### config.mk
export PLATFORM = sky130hd
export DESIGN_NAME = fsi_status
export DESIGN_NICKNAME = d
export VERILOG_FILES = /design/src/hdl/fsi_status.v
export VERILOG_INCLUDE_DIRS = /design/src /design/src/hdl
export SDC_FILE = /design/constraint.sdc
export NUM_CORES = 1
export LEC_CHECK = 0
export ABC_AREA = 1
export BUFFER_PORTS_ARGS = -buffer_cell sky130_fd_sc_hd__buf_2
export CORE_MARGIN = 2
export CORE_UTILIZATION = 45
export DETAILED_ROUTE_END_ITERATION = 10
export PLACE_DENSITY = 0.69
export SLEW_MARGIN = 20
export SYNTH_ARGS = -nofsm -noshare
export SYNTH_HDL_FRONTEND = slang
export SYNTH_SLANG_ARGS = --single-unit
### constraint.sdc
create_clock -name clk -period 3.2 [get_ports clk]
set_input_delay 0.48 -clock clk [delete_from_list [all_inputs] [get_ports clk]]
set_output_delay 0.48 -clock clk [all_outputs]
set_load 0.05 [all_outputs]
### src/hdl/fsi_consts.vh
// constants for the fieldbus status indicator block
// assumes a 250 MHz system clock and a 32-bit avalon-mm register port
`ifndef FSI_CONSTS_VH
`define FSI_CONSTS_VH
// register byte offsets
`define FSI_REG_ALIAS      4'h0
`define FSI_REG_BUS_STATE  4'h4
`define FSI_REG_DRIVE_STAT 4'h8
`define FSI_REG_CTRL       4'hc
// bus state register fields
`define FSI_BS_STATE_LSB   0
`define FSI_BS_STATE_MSB   3
`define FSI_BS_CFG_BAD     4
`define FSI_BS_SELF_CHG    5
`define FSI_BS_WDOG        6
`define FSI_BS_HW_FAIL     7
// fieldbus state machine codes
`define FSI_ST_INIT        4'h1
`define FSI_ST_PREOP       4'h2
`define FSI_ST_BOOT        4'h3
`define FSI_ST_SAFEOP      4'h4
`define FSI_ST_OP          4'h8
// reset values
`define FSI_BS_RESET       8'h01
`define FSI_CTRL_RESET     1'b0
// fixed link rate in Mbit/s, readable only
`define FSI_LINK_MBPS      8'h64
// timing: one indicator time slot
`define FSI_CLK_PERIOD_NS  4
`define FSI_SLOT_NS        50000000
// last phase of the single flash cycle, in slots (cycle length minus one)
`define FSI_SF_SLOTS       5'h17
// flash on time, double flash gap end and second flash end, in slots
`define FSI_FL_ON_SLOTS    5'h04
`define FSI_DF_GAP_SLOTS   5'h08
`define FSI_DF_END_SLOTS   5'h0c
`endif

### src/hdl/fsi_status.v
// fieldbus status indicator: node numbering, port/state leds, safe stop gating
// assumes pins are asynchronous to clk; registers reached over avalon-mm slave
//
// What this block does
// - node number = units + 10 * tens + 100 * hundreds switch values
// - each reset loads the node number into the station alias register
// - input-port link led follows input port, output-port led output port
// - link led off unlinked, on when linked idle, flickers with traffic
// - error led off while the port has no error
// - error led blinks when the port configuration is invalid
// - error led single flash after an unrequested state change
// - error led double flash when receive sync manager watchdog expires
// - error led steady on for a controller hardware failure
// - run led: init off, preop blink, safeop single, op on, boot flicker
// - safe stop low disables torque and power stage, refuses motion
// - no power voltage: fault on, code double, current single; stop led follows safe stop only
//
// Decided for this implementation: the register addresses and the Avalon-MM slave port.
`timescale 1ns/1ps
`include "fsi_consts.vh"

module fsi_status #(
    parameter SLOT_CYCLES = `FSI_SLOT_NS / `FSI_CLK_PERIOD_NS
) (
    input  wire        clk,
    input  wire        rst,
    // avalon-mm slave
    input  wire [3:0]  address,
    input  wire        read,
    input  wire        write,
    input  wire [31:0] writedata,
    input  wire [3:0]  byteenable,
    output reg  [31:0] readdata,
    output reg         waitrequest,
    // pins
    input  wire [3:0]  hundreds_digit_switch,
    input  wire [3:0]  tens_digit_switch,
    input  wire [3:0]  units_digit_switch,
    input  wire        in_port_link,
    input  wire        in_port_act,
    input  wire        out_port_link,
    input  wire        out_port_act,
    input  wire        safe_stop_n,
    input  wire        power_volt_ok,
    // indicators and drive control
    output reg         in_link_led,
    output reg         out_link_led,
    output reg         err_led,
    output reg         run_led,
    output reg         drive_fault_led,
    output reg         fault_code_led,
    output reg         current_state_led,
    output reg         stop_input_led,
    output reg         torque_enable,
    output reg         power_stage_enable
);

    // two-flop synchronisers for every pin
    reg  [17:0] sync_a;
    reg  [17:0] sync_b;
    wire [17:0] pin_raw = {hundreds_digit_switch, tens_digit_switch, units_digit_switch,
                           in_port_link, in_port_act, out_port_link, out_port_act,
                           safe_stop_n, power_volt_ok};
    always @(posedge clk)
    begin
        sync_a <= pin_raw;
        sync_b <= sync_a;
    end
    wire [3:0] sw_hund  = sync_b[17:14];
    wire [3:0] sw_tens  = sync_b[13:10];
    wire [3:0] sw_units = sync_b[9:6];
    wire       in_link  = sync_b[5];
    wire       in_act   = sync_b[4];
    wire       out_link = sync_b[3];
    wire       out_act  = sync_b[2];
    wire       stop_ok  = sync_b[1];
    wire       hv_ok    = sync_b[0];

    // digits above nine are not clamped; the sum is plain arithmetic
    // node number from the rotary switches
    wire [15:0] node_number = {12'h000, sw_units}
                            + ({12'h000, sw_tens} * 16'h000a)
                            + ({12'h000, sw_hund} * 16'h0064);

    // alias load waits for the synchronisers to refill after reset
    reg  [1:0]  load_cnt;
    reg  [15:0] station_alias;
    always @(posedge clk)
    begin
        if (rst)
        begin
            load_cnt      <= 2'h0;
            station_alias <= 16'h0000;
        end
        else if (load_cnt != 2'h3)
        begin
            load_cnt <= load_cnt + 2'h1;
            if (load_cnt == 2'h2)
                station_alias <= node_number;
        end
    end

    // shared timebase: one slot tick, two phase counters
    reg  [23:0] slot_cnt;
    reg         slot_tick;
    reg  [4:0]  ph;      // 32-slot cycle: blink, flicker, double flash
    reg  [4:0]  sf_ph;   // 24-slot cycle: single flash
    // ph wraps by itself at 32 slots; sf_ph is cut back after 24
    always @(posedge clk)
    begin
        if (rst)
        begin
            slot_cnt  <= 24'h000000;
            slot_tick <= 1'b0;
            ph        <= 5'h00;
            sf_ph     <= 5'h00;
        end
        else
        begin
            slot_tick <= 1'b0;
            if (slot_cnt == SLOT_CYCLES[23:0] - 24'h000001)
            begin
                slot_cnt  <= 24'h000000;
                slot_tick <= 1'b1;
                ph        <= ph + 5'h01;
                sf_ph     <= (sf_ph == `FSI_SF_SLOTS) ? 5'h00 : sf_ph + 5'h01;
            end
            else
                slot_cnt <= slot_cnt + 24'h000001;
        end
    end

    // pattern levels: slot = 50 ms, conventional indicator timing
    // every pattern reads the same two counters, so leds sharing a
    // pattern stay in phase with one another
    wire flickering_pattern   = ~ph[0];                                   // 50 on / 50 off
    wire blinking_pattern     = ~ph[2];                                   // 200 on / 200 off
    wire single_flash_pattern = (sf_ph < `FSI_FL_ON_SLOTS);               // 200 on / 1000 off
    wire double_flash_first   = (ph < `FSI_FL_ON_SLOTS);
    wire double_flash_second  = (ph >= `FSI_DF_GAP_SLOTS) && (ph < `FSI_DF_END_SLOTS);
    wire double_flash_pattern = double_flash_first | double_flash_second; // 200/200/200/1000

    // activity stretch so short frames stay visible for a whole slot
    reg in_act_seen;
    reg out_act_seen;
    reg in_act_show;
    reg out_act_show;
    always @(posedge clk)
    begin
        if (rst)
        begin
            in_act_seen  <= 1'b0;
            out_act_seen <= 1'b0;
            in_act_show  <= 1'b0;
            out_act_show <= 1'b0;
        end
        else if (slot_tick)
        begin
            // new activity in the tick cycle is kept, not lost
            in_act_show  <= in_act_seen | in_act;
            out_act_show <= out_act_seen | out_act;
            in_act_seen  <= in_act;
            out_act_seen <= out_act;
        end
        else
        begin
            in_act_seen  <= in_act_seen | in_act;
            out_act_seen <= out_act_seen | out_act;
        end
    end

    // software-written registers
    reg  [7:0]  bus_state;
    reg         motion_req;
    wire [3:0]  sm_state = bus_state[`FSI_BS_STATE_MSB:`FSI_BS_STATE_LSB];
    wire        stat_uv  = ~hv_ok;
    wire        stat_sto = ~stop_ok;
    wire [31:0] drive_stat = {16'h0000, `FSI_LINK_MBPS,
                              3'h0, torque_enable, out_link, in_link, stat_sto, stat_uv};

    // avalon slave: one wait cycle, then answer with waitrequest low
    always @(posedge clk)
    begin
        if (rst)
        begin
            waitrequest <= 1'b1;
            readdata    <= 32'h00000000;
            bus_state   <= `FSI_BS_RESET;
            motion_req  <= `FSI_CTRL_RESET;
        end
        else if ((read || write) && waitrequest)
        begin
            waitrequest <= 1'b0;
            readdata    <= 32'h00000000;
            if (read)
            begin
                case (address)
                    `FSI_REG_ALIAS:      readdata <= {16'h0000, station_alias};
                    `FSI_REG_BUS_STATE:  readdata <= {24'h000000, bus_state};
                    `FSI_REG_DRIVE_STAT: readdata <= drive_stat;
                    `FSI_REG_CTRL:       readdata <= {31'h00000000, motion_req};
                    default:             readdata <= 32'h00000000;
                endcase
            end
            // only byte lane 0 carries register bits; other lanes ignored
            else if (byteenable[0])
            begin
                case (address)
                    `FSI_REG_BUS_STATE: bus_state  <= writedata[7:0];
                    `FSI_REG_CTRL:      motion_req <= writedata[0];
                    default:            ;
                endcase
            end
        end
        else
            waitrequest <= 1'b1;
    end

    // link leds per port
    always @(posedge clk)
    begin
        if (rst)
        begin
            in_link_led  <= 1'b0;
            out_link_led <= 1'b0;
        end
        else
        begin
            in_link_led  <= in_link & (in_act_show ? flickering_pattern : 1'b1);
            out_link_led <= out_link & (out_act_show ? flickering_pattern : 1'b1);
        end
    end

    // error led, worst condition first
    always @(posedge clk)
    begin
        if (rst)
            err_led <= 1'b0;
        else if (bus_state[`FSI_BS_HW_FAIL])
            err_led <= 1'b1;
        else if (bus_state[`FSI_BS_WDOG])
            err_led <= double_flash_pattern;
        else if (bus_state[`FSI_BS_SELF_CHG])
            err_led <= single_flash_pattern;
        else if (bus_state[`FSI_BS_CFG_BAD])
            err_led <= blinking_pattern;
        else
            err_led <= 1'b0;
    end

    // run led from the fieldbus state code
    always @(posedge clk)
    begin
        if (rst)
            run_led <= 1'b0;
        else
        begin
            case (sm_state)
                `FSI_ST_INIT:   run_led <= 1'b0;
                `FSI_ST_PREOP:  run_led <= blinking_pattern;
                `FSI_ST_SAFEOP: run_led <= single_flash_pattern;
                `FSI_ST_OP:     run_led <= 1'b1;
                `FSI_ST_BOOT:   run_led <= flickering_pattern;
                default:        run_led <= 1'b0;
            endcase
        end
    end

    // torque path: safe stop or missing power voltage always win over software
    // a motion request written during a stop is kept but gated, so torque
    // comes back once both inputs are healthy unless software clears it
    always @(posedge clk)
    begin
        if (rst)
        begin
            torque_enable      <= 1'b0;
            power_stage_enable <= 1'b0;
        end
        else
        begin
            torque_enable      <= motion_req & stop_ok & hv_ok;
            power_stage_enable <= motion_req & stop_ok & hv_ok;
        end
    end

    // drive status leds; current led flashes while no current flows
    always @(posedge clk)
    begin
        if (rst)
        begin
            drive_fault_led   <= 1'b0;
            fault_code_led    <= 1'b0;
            current_state_led <= 1'b0;
            stop_input_led    <= 1'b0;
        end
        else
        begin
            drive_fault_led   <= stat_uv;
            fault_code_led    <= stat_uv & double_flash_pattern;
            current_state_led <= torque_enable ? 1'b1 : single_flash_pattern;
            stop_input_led    <= stop_ok;
        end
    end

endmodule

==> impl_metrics.json, run 1 <==
{
  "outcome": "complete, no violations",
  "grt.overflow.total": 0,
  "dpl_cell_area_um2": 5625,
  "worst_ep_required_time_ns": 3.56,
  "crit_top_cell": "ha_1",
  "die_area_um2": 12650,
  "rows": 39,
  "slew_viol_final": 0,
  "numCtsBuffers": 17,
  "syn-cell-area_um2": 5295,
  "avgSynthCellArea_um2": 7.963,
  "cpPeakStageDelay_ns": 0.38,
  "drive_gt1_share_pct": 13.65,
  "synthCells": 665,
  "cap_violations": 0,
  "clock.fmax_mhz": 338.5,
  "setup-tns-final_ns": 0,
  "fp.dieW_um": 112.5,
  "drt_wl_total_mm": 10.93,
  "final_net_count": 824,
  "powerDensity_nw_per_um2": 639.1,
  "final_common_cell": "nand2_1",
  "period_share_pct": 92.32,
  "final_cell_mix": "nand2_1 (147), dfxtp_1 (121), inv_1 (76)",
  "post-dp-hpwl_mm": 7.963,
  "clk_latency_ns": 0.41,
  "die_h_um": 112.5,
  "synthSimpleGateAreaFrac_pct": 22.16,
  "drt_iter0_markers": 290,
  "swShare_pct": 25.38,
  "cts_max_level": 4,
  "synth_xor_area_share_pct": 2.647,
  "cts_tree": "done",
  "ys_seq_area_share_pct": 45.75,
  "power_frac_seq_pct": 40.1,
  "synth-edff-count": 0,
  "root_buffer": "clkbuf_16",
  "cts_resized": 0,
  "synth_flop_cell": "dfxtp_1",
  "combPwrFrac_pct": 10.9,
  "vias": 4411,
  "area_growth_pct": 17.77,
  "ys.warnings.count": 0,
  "synth_compound_area_share_pct": 10.56,
  "clkSinkCount": 121,
  "synth_top_family_by_area": "simple AND/OR/NAND/NOR gates",
  "design_area_um2": 6236,
  "antenna_cells": 0,
  "clkPwrFrac_pct": 49.0,
  "cts_hold_buf": 0,
  "hold_violations": 0,
  "crit_buf_inv": 1,
  "p_int_uw": 2974,
  "worst_slew_pin_slew_ns": 0.5216,
  "cts_setup_buffers": 0,
  "routabilityCongestion": 0.8963,
  "path_cells": "ha_1 -> ha_1 -> fa_1 -> xor2_1 -> ha_1 -> ha_1 -> a21o_1 -> a21oi_1 -> nand2_1 -> and2_1 -> o21ai_0 -> nand2_1 -> inv_1",
  "grt.total_usage_pct": 18.20,
  "crit_family": "adder cells",
  "critPathCaptureType": "flop",
  "slew-limit-headroom_pct": 65.14,
  "hp-class": "input port to flop",
  "async_flop_share_pct": 0,
  "portBuffers": 59,
  "wl_per_cell_um": 12.37,
  "setup_viol_count_final": 0,
  "worstSetupPathType": "flop to flop",
  "viasPerCell": 4.995,
  "ant_nets": 0,
  "antenna_found_initial": 0,
  "slowest_stage": "dfxtp_1",
  "critPathArrivalTime_ns": 3.32,
  "grt_pass1_wl_mm": 18.51,
  "ir_worst_vdd_mv": 0.4811,
  "synth_cell_type_count": 38,
  "synth_fa_ha_area_share_pct": 8.979,
  "grt_pass1_vias": 4141,
  "grt_max_degree": 36,
  "period_needed_ns": 2.954,
  "synth_mux_area_share_pct": 0,
  "start_util_pct": 46.18,
  "io_pins": 105,
  "p_switching_uw": 1011,
  "critPathMaxFanout": 4,
  "ys_seq_elements": 121,
  "clk_pin_slew_ns": 0.06,
  "fp.coreArea_um2": 11470,
  "drc_errors": 0,
  "critPathLaunchType": "flop",
  "dr.pass1.iters": 5,
  "finClkSkew_ns": 0.006679,
  "p_leak_uw": 0.002739,
  "cts_max_path_buffers": 2,
  "rsz0062_at_grt": "no"
}
==> cell type report <==
class / instances / area, um^2
Timing Repair Buffer: 61 / 310.3
Inverter: 78 / 297.8
Clock buffer: 20 / 446.7
Clock inverter: 12 / 163.9
Tap cell: 143 / 178.9
Multi-Input combinational cell: 448 / 2416
Sequential cell: 121 / 2422
Fill cell: 1050 / 5231
==> worst paths after layout <==
check / from / end / slack [ns] / depth (start not counted)
setup / recovery: sync_b[13] / station_alias[9] / 0.25 / 13
setup reg to reg: sync_b[13] / station_alias[9] / 0.25 / 13
hold / removal: safe_stop_n / sync_a[1] / 0.17 / 1
hold reg to reg: sync_a[13] / sync_b[13] / 0.32 / 0
==> layer usage <==
metal	share of wire [%]	track usage, %	vias up	routed length, um
met2	46	29.92	133	5068
met5	0	0	-	0
met3	5.1	5.562	20	553
li1	-	-	2248	-
met4	2.3	7.398	0	247
met1	46	22.33	2010	5057
==> worst reg2reg max path: stages (launching register included) <==
cell	delay, ns
dfxtp_1	0.38
ha_1	0.26
ha_1	0.23
fa_1	0.38
xor2_1	0.16
ha_1	0.32
ha_1	0.36
a21o_1	0.20
a21oi_1	0.14
nand2_1	0.08
and2_1	0.15
o21ai_0	0.14
nand2_1	0.06
inv_1	0.05
==> kinds of logic after synthesis <==
group | after synthesis
simple gates | 275
compound gates | 104
buf+inv | 113
fa+ha+maj | 35
flops | 121
xor+xnor | 16
other cells | 1
==> registers in the layout, indices dropped and copies added (netlist names), 2 cells and up <==
| register | count |
|---|---|
| ph | 5 |
| bus_state | 8 |
| slot_cnt | 24 |
| load_cnt | 2 |
| sync_b | 18 |
| sync_a | 18 |
| station_alias | 12 |
| sf_ph | 5 |
| readdata | 13 |
==> power groups by stage <==
stage | clock (uW) | sequential (uW) | combinational, uW
global route | 2060 | 1600 | 490
floorplan | 0 | 1640 | 336
global placement | 0 | 1630 | 420
detailed placement | 0 | 1630 | 430
CTS | 1990 | 1600 | 437
finish | 1950 | 1600 | 435
==> cell usage after synthesis (4+ instances only) <==
cell	count	area (um^2)
or2_2	4	25.02
nand4_1	7	43.79
xor2_1	8	70.07
xnor2_1	8	70.07
nor3b_1	4	30.03
ha_1	30	375.4
inv_1	76	285.3
a21oi_1	59	295.3
o21ai_0	28	140.1
dfxtp_1	121	2422
nor2_1	53	198.9
nand3_1	33	165.2
clkbuf_1	11	41.29
nand2_1	147	551.8
fa_1	5	100.1
buf_4	22	165.2
nor3_1	16	80.08
==> stage by stage <==
stage                     worst slack, ns  hold WS, ns  utilization (%)  power, uW  cells
after floorplan                    0.4804       0.3096                -       1978    682
after detailed placement           0.2982       0.3136            49.06       2061    851
after global routing              0.01854       0.1487            54.38       4158    883
final                              0.2459       0.1653            54.38       3986    883
after CTS                          0.2363       0.1492            54.38       4024    883
after global placement             0.3426       0.3121            49.06       2048    851
(Power assumes the default switching activity.)
==> run 2: changes to the inputs <==
--- a/config.mk
+++ b/config.mk
@@ -11,6 +11,7 @@
 export CORE_MARGIN = 2
 export CORE_UTILIZATION = 45
 export DETAILED_ROUTE_END_ITERATION = 10
+export GPL_TIMING_DRIVEN = 0
 export PLACE_DENSITY = 0.69
 export SLEW_MARGIN = 20
 export SYNTH_ARGS = -nofsm -noshare
==> run 2 against run 1 <==
  * Flip-flop and latch count did not move
  * Register-to-register slack hardly changed
  * Setup slack got worse by 0.011 ns
  * Power increased by 1.2%
  * Via count up 0.88%
  * Clock skew grew 0.0024 ns
  * Critical path depth is the same
  * Combinational power increased by 4%
  * Final cell count up 3.6%
  * Sequential share of layout area is 1.3 points lower
  * Sequential power about the same
  * Highest routed layer unchanged
==> impl_metrics.json, run 2 (same netlist as run 1, synthesis figures left out) <==
{
  "cts_max_path_buffers": 2,
  "grt_max_degree": 17,
  "grt.overflow.total": 0,
  "ir_worst_vdd_mv": 0.4047,
  "vias": 4450,
  "grt.total_usage_pct": 19.03,
  "worst_slew_pin_slew_ns": 0.5729,
  "hold_violations": 0,
  "setup_viol_count_final": 0,
  "whs_ns": 0.1687,
  "rows": 39,
  "clkSinkCount": 121,
  "crit_family": "adder cells",
  "top_register": "slot_cnt",
  "viasPerCell": 4.863,
  "cts_tree": "done",
  "grt_pass1_vias": 4321,
  "final_util_pct": 56.27,
  "path_cells": "ha_1 -> ha_1 -> fa_1 -> xor2_1 -> ha_1 -> ha_1 -> a21o_1 -> a21oi_1 -> nand2_1 -> and2_1 -> o21ai_0 -> nand2_1 -> inv_1",
  "total_power_uw": 4035,
  "outcome": "complete, no violations",
  "hold_start": "out_port_act",
  "drc_errors": 0,
  "clock.fmax_mhz": 337.3,
  "final_common_cell": "nand2_1",
  "fin_ws_ns": 0.2350,
  "final_net_count": 856,
  "post-dp-hpwl_mm": 8.579,
  "cts_setup_buffers": 0,
  "clk_latency_ns": 0.41,
  "cpPeakStageDelay_ns": 0.39,
  "setup-tns-final_ns": 0,
  "ant_nets": 0,
  "worstSetupPathType": "flop to flop",
  "dr.pass1.iters": 4,
  "period_share_pct": 92.66,
  "numCtsBuffers": 17,
  "final_cell_mix": "nand2_1 (147), dfxtp_1 (121), inv_1 (76)",
  "drt_iter0_markers": 194,
  "antenna_cells": 0,
  "critPathArrivalTime_ns": 3.32,
  "post-place-ws_ns": 0.2706,
  "cts_max_level": 4,
  "die_h_um": 112.5,
  "die_area_um2": 12650,
  "p_leak_uw": 0.002885,
  "root_buffer": "clkbuf_16",
  "critPathLaunchType": "flop",
  "critPathMaxFanout": 4,
  "largest_register_ffs": 24,
  "cap_violations": 0,
  "routabilityCongestion": 0.9349,
  "grt_pass1_wl_mm": 19.30,
  "io_pins": 105,
  "slew-limit-headroom_pct": 61.81,
  "antenna_found_initial": 0,
  "slew_viol_final": 0,
  "crit_top_cell": "ha_1",
  "reg2reg_from": "sync_b[13]",
  "slowest_stage": "dfxtp_1",
  "crit_start": "sync_b[13]",
  "drive_gt1_share_pct": 16.06,
  "portBuffers": 58,
  "clk_pin_slew_ns": 0.06,
  "critPathCaptureType": "flop",
  "hp-class": "input port to flop",
  "cts_hold_buf": 0,
  "wl_per_cell_um": 12.21,
  "start_util_pct": 46.18,
  "crit_buf_inv": 1,
  "fp.dieW_um": 112.5,
  "reg.largest.list": "slot_cnt (24), sync_a (18), sync_b (18)",
  "area_growth_pct": 21.86,
  "cts_resized": 0,
  "powerDensity_nw_per_um2": 625.3,
  "period_needed_ns": 2.965,
  "finClkSkew_ns": 0.009096,
  "worst_ep_required_time_ns": 3.56,
  "drt_wl_total_mm": 11.18,
  "rsz0062_at_grt": "no",
  "fp.coreArea_um2": 11470
}
==> run 2: cell count changes in the layout (fill, tap and decap cells not counted) <==
| cell | before | now |
|---|---|---|
| buf_4 | 2 | 22 |
| buf_6 | 0 | 1 |
| bufinv_16 | 3 | 4 |
| clkbuf_1 | 2 | 11 |
| clkbuf_8 | 1 | 0 |
| clkinv_2 | 0 | 4 |
| clkinv_4 | 2 | 4 |
| clkinvlp_4 | 4 | 2 |
| inv_6 | 4 | 2 |
==> run 2: worst register-to-register path, stage by stage (launching register included) <==
cell     delay [ns]
dfxtp_1        0.39
ha_1           0.26
ha_1           0.23
fa_1           0.39
xor2_1         0.16
ha_1           0.30
ha_1           0.35
a21o_1         0.19
a21oi_1        0.12
nand2_1        0.08
and2_1         0.15
o21ai_0        0.16
nand2_1        0.07
inv_1          0.05
==> run 2: power by group <==
| part | switching, uW | leakage, uW | internal [uW] |
|---|---|---|---|
| sequential | 29.5 | 0.000994 | 1570 |
| clock | 681 | 0.000303 | 1300 |
| combinational | 285 | 0.00159 | 167 |
| total | 996 | 0.00288 | 3040 |
==> run 2: through the flow <==
| stage | cells | instance area, um^2 |
|---|---|---|
| 3_3_place_gp | 883 | 5828 |
| 4_1_cts | 915 | 6452 |
| 2_1_floorplan | 682 | 5359 |
| 6_report | 915 | 6452 |
| 5_1_grt | 915 | 6452 |
| 3_5_place_dp | 883 | 5828 |
==> run 2: layout make-up <==
cell class | instances | area (um^2)
Sequential cell | 121 | 2422
Clock inverter | 15 | 198.9
Buffer | 35 | 222.7
Tap cell | 143 | 178.9
Fill cell | 1067 | 5015
Multi-Input combinational cell | 448 | 2416
Clock buffer | 17 | 425.4
Inverter | 78 | 297.8
Timing Repair Buffer | 58 | 290.3
==> run 2: path summary, 6_finish.rpt <==
path                           end  slack (ns)  cells past startpoint
setup reg to reg  station_alias[9]        0.24                     13
hold reg to reg         sync_b[13]        0.32                      0
hold / removal           sync_a[2]        0.17                      1
setup / recovery  station_alias[9]        0.24                     13
==> run 2: per-layer routing <==
metal / global-route usage [%] / vias up / wire length, um
li1: - / 2317 / -
met1: 23.74 / 2000 / 5393
met2: 30.84 / 117 / 5074
met3: 4.860 / 16 / 517
met4: 9.187 / 0 / 189
met5: 0 / - / 0
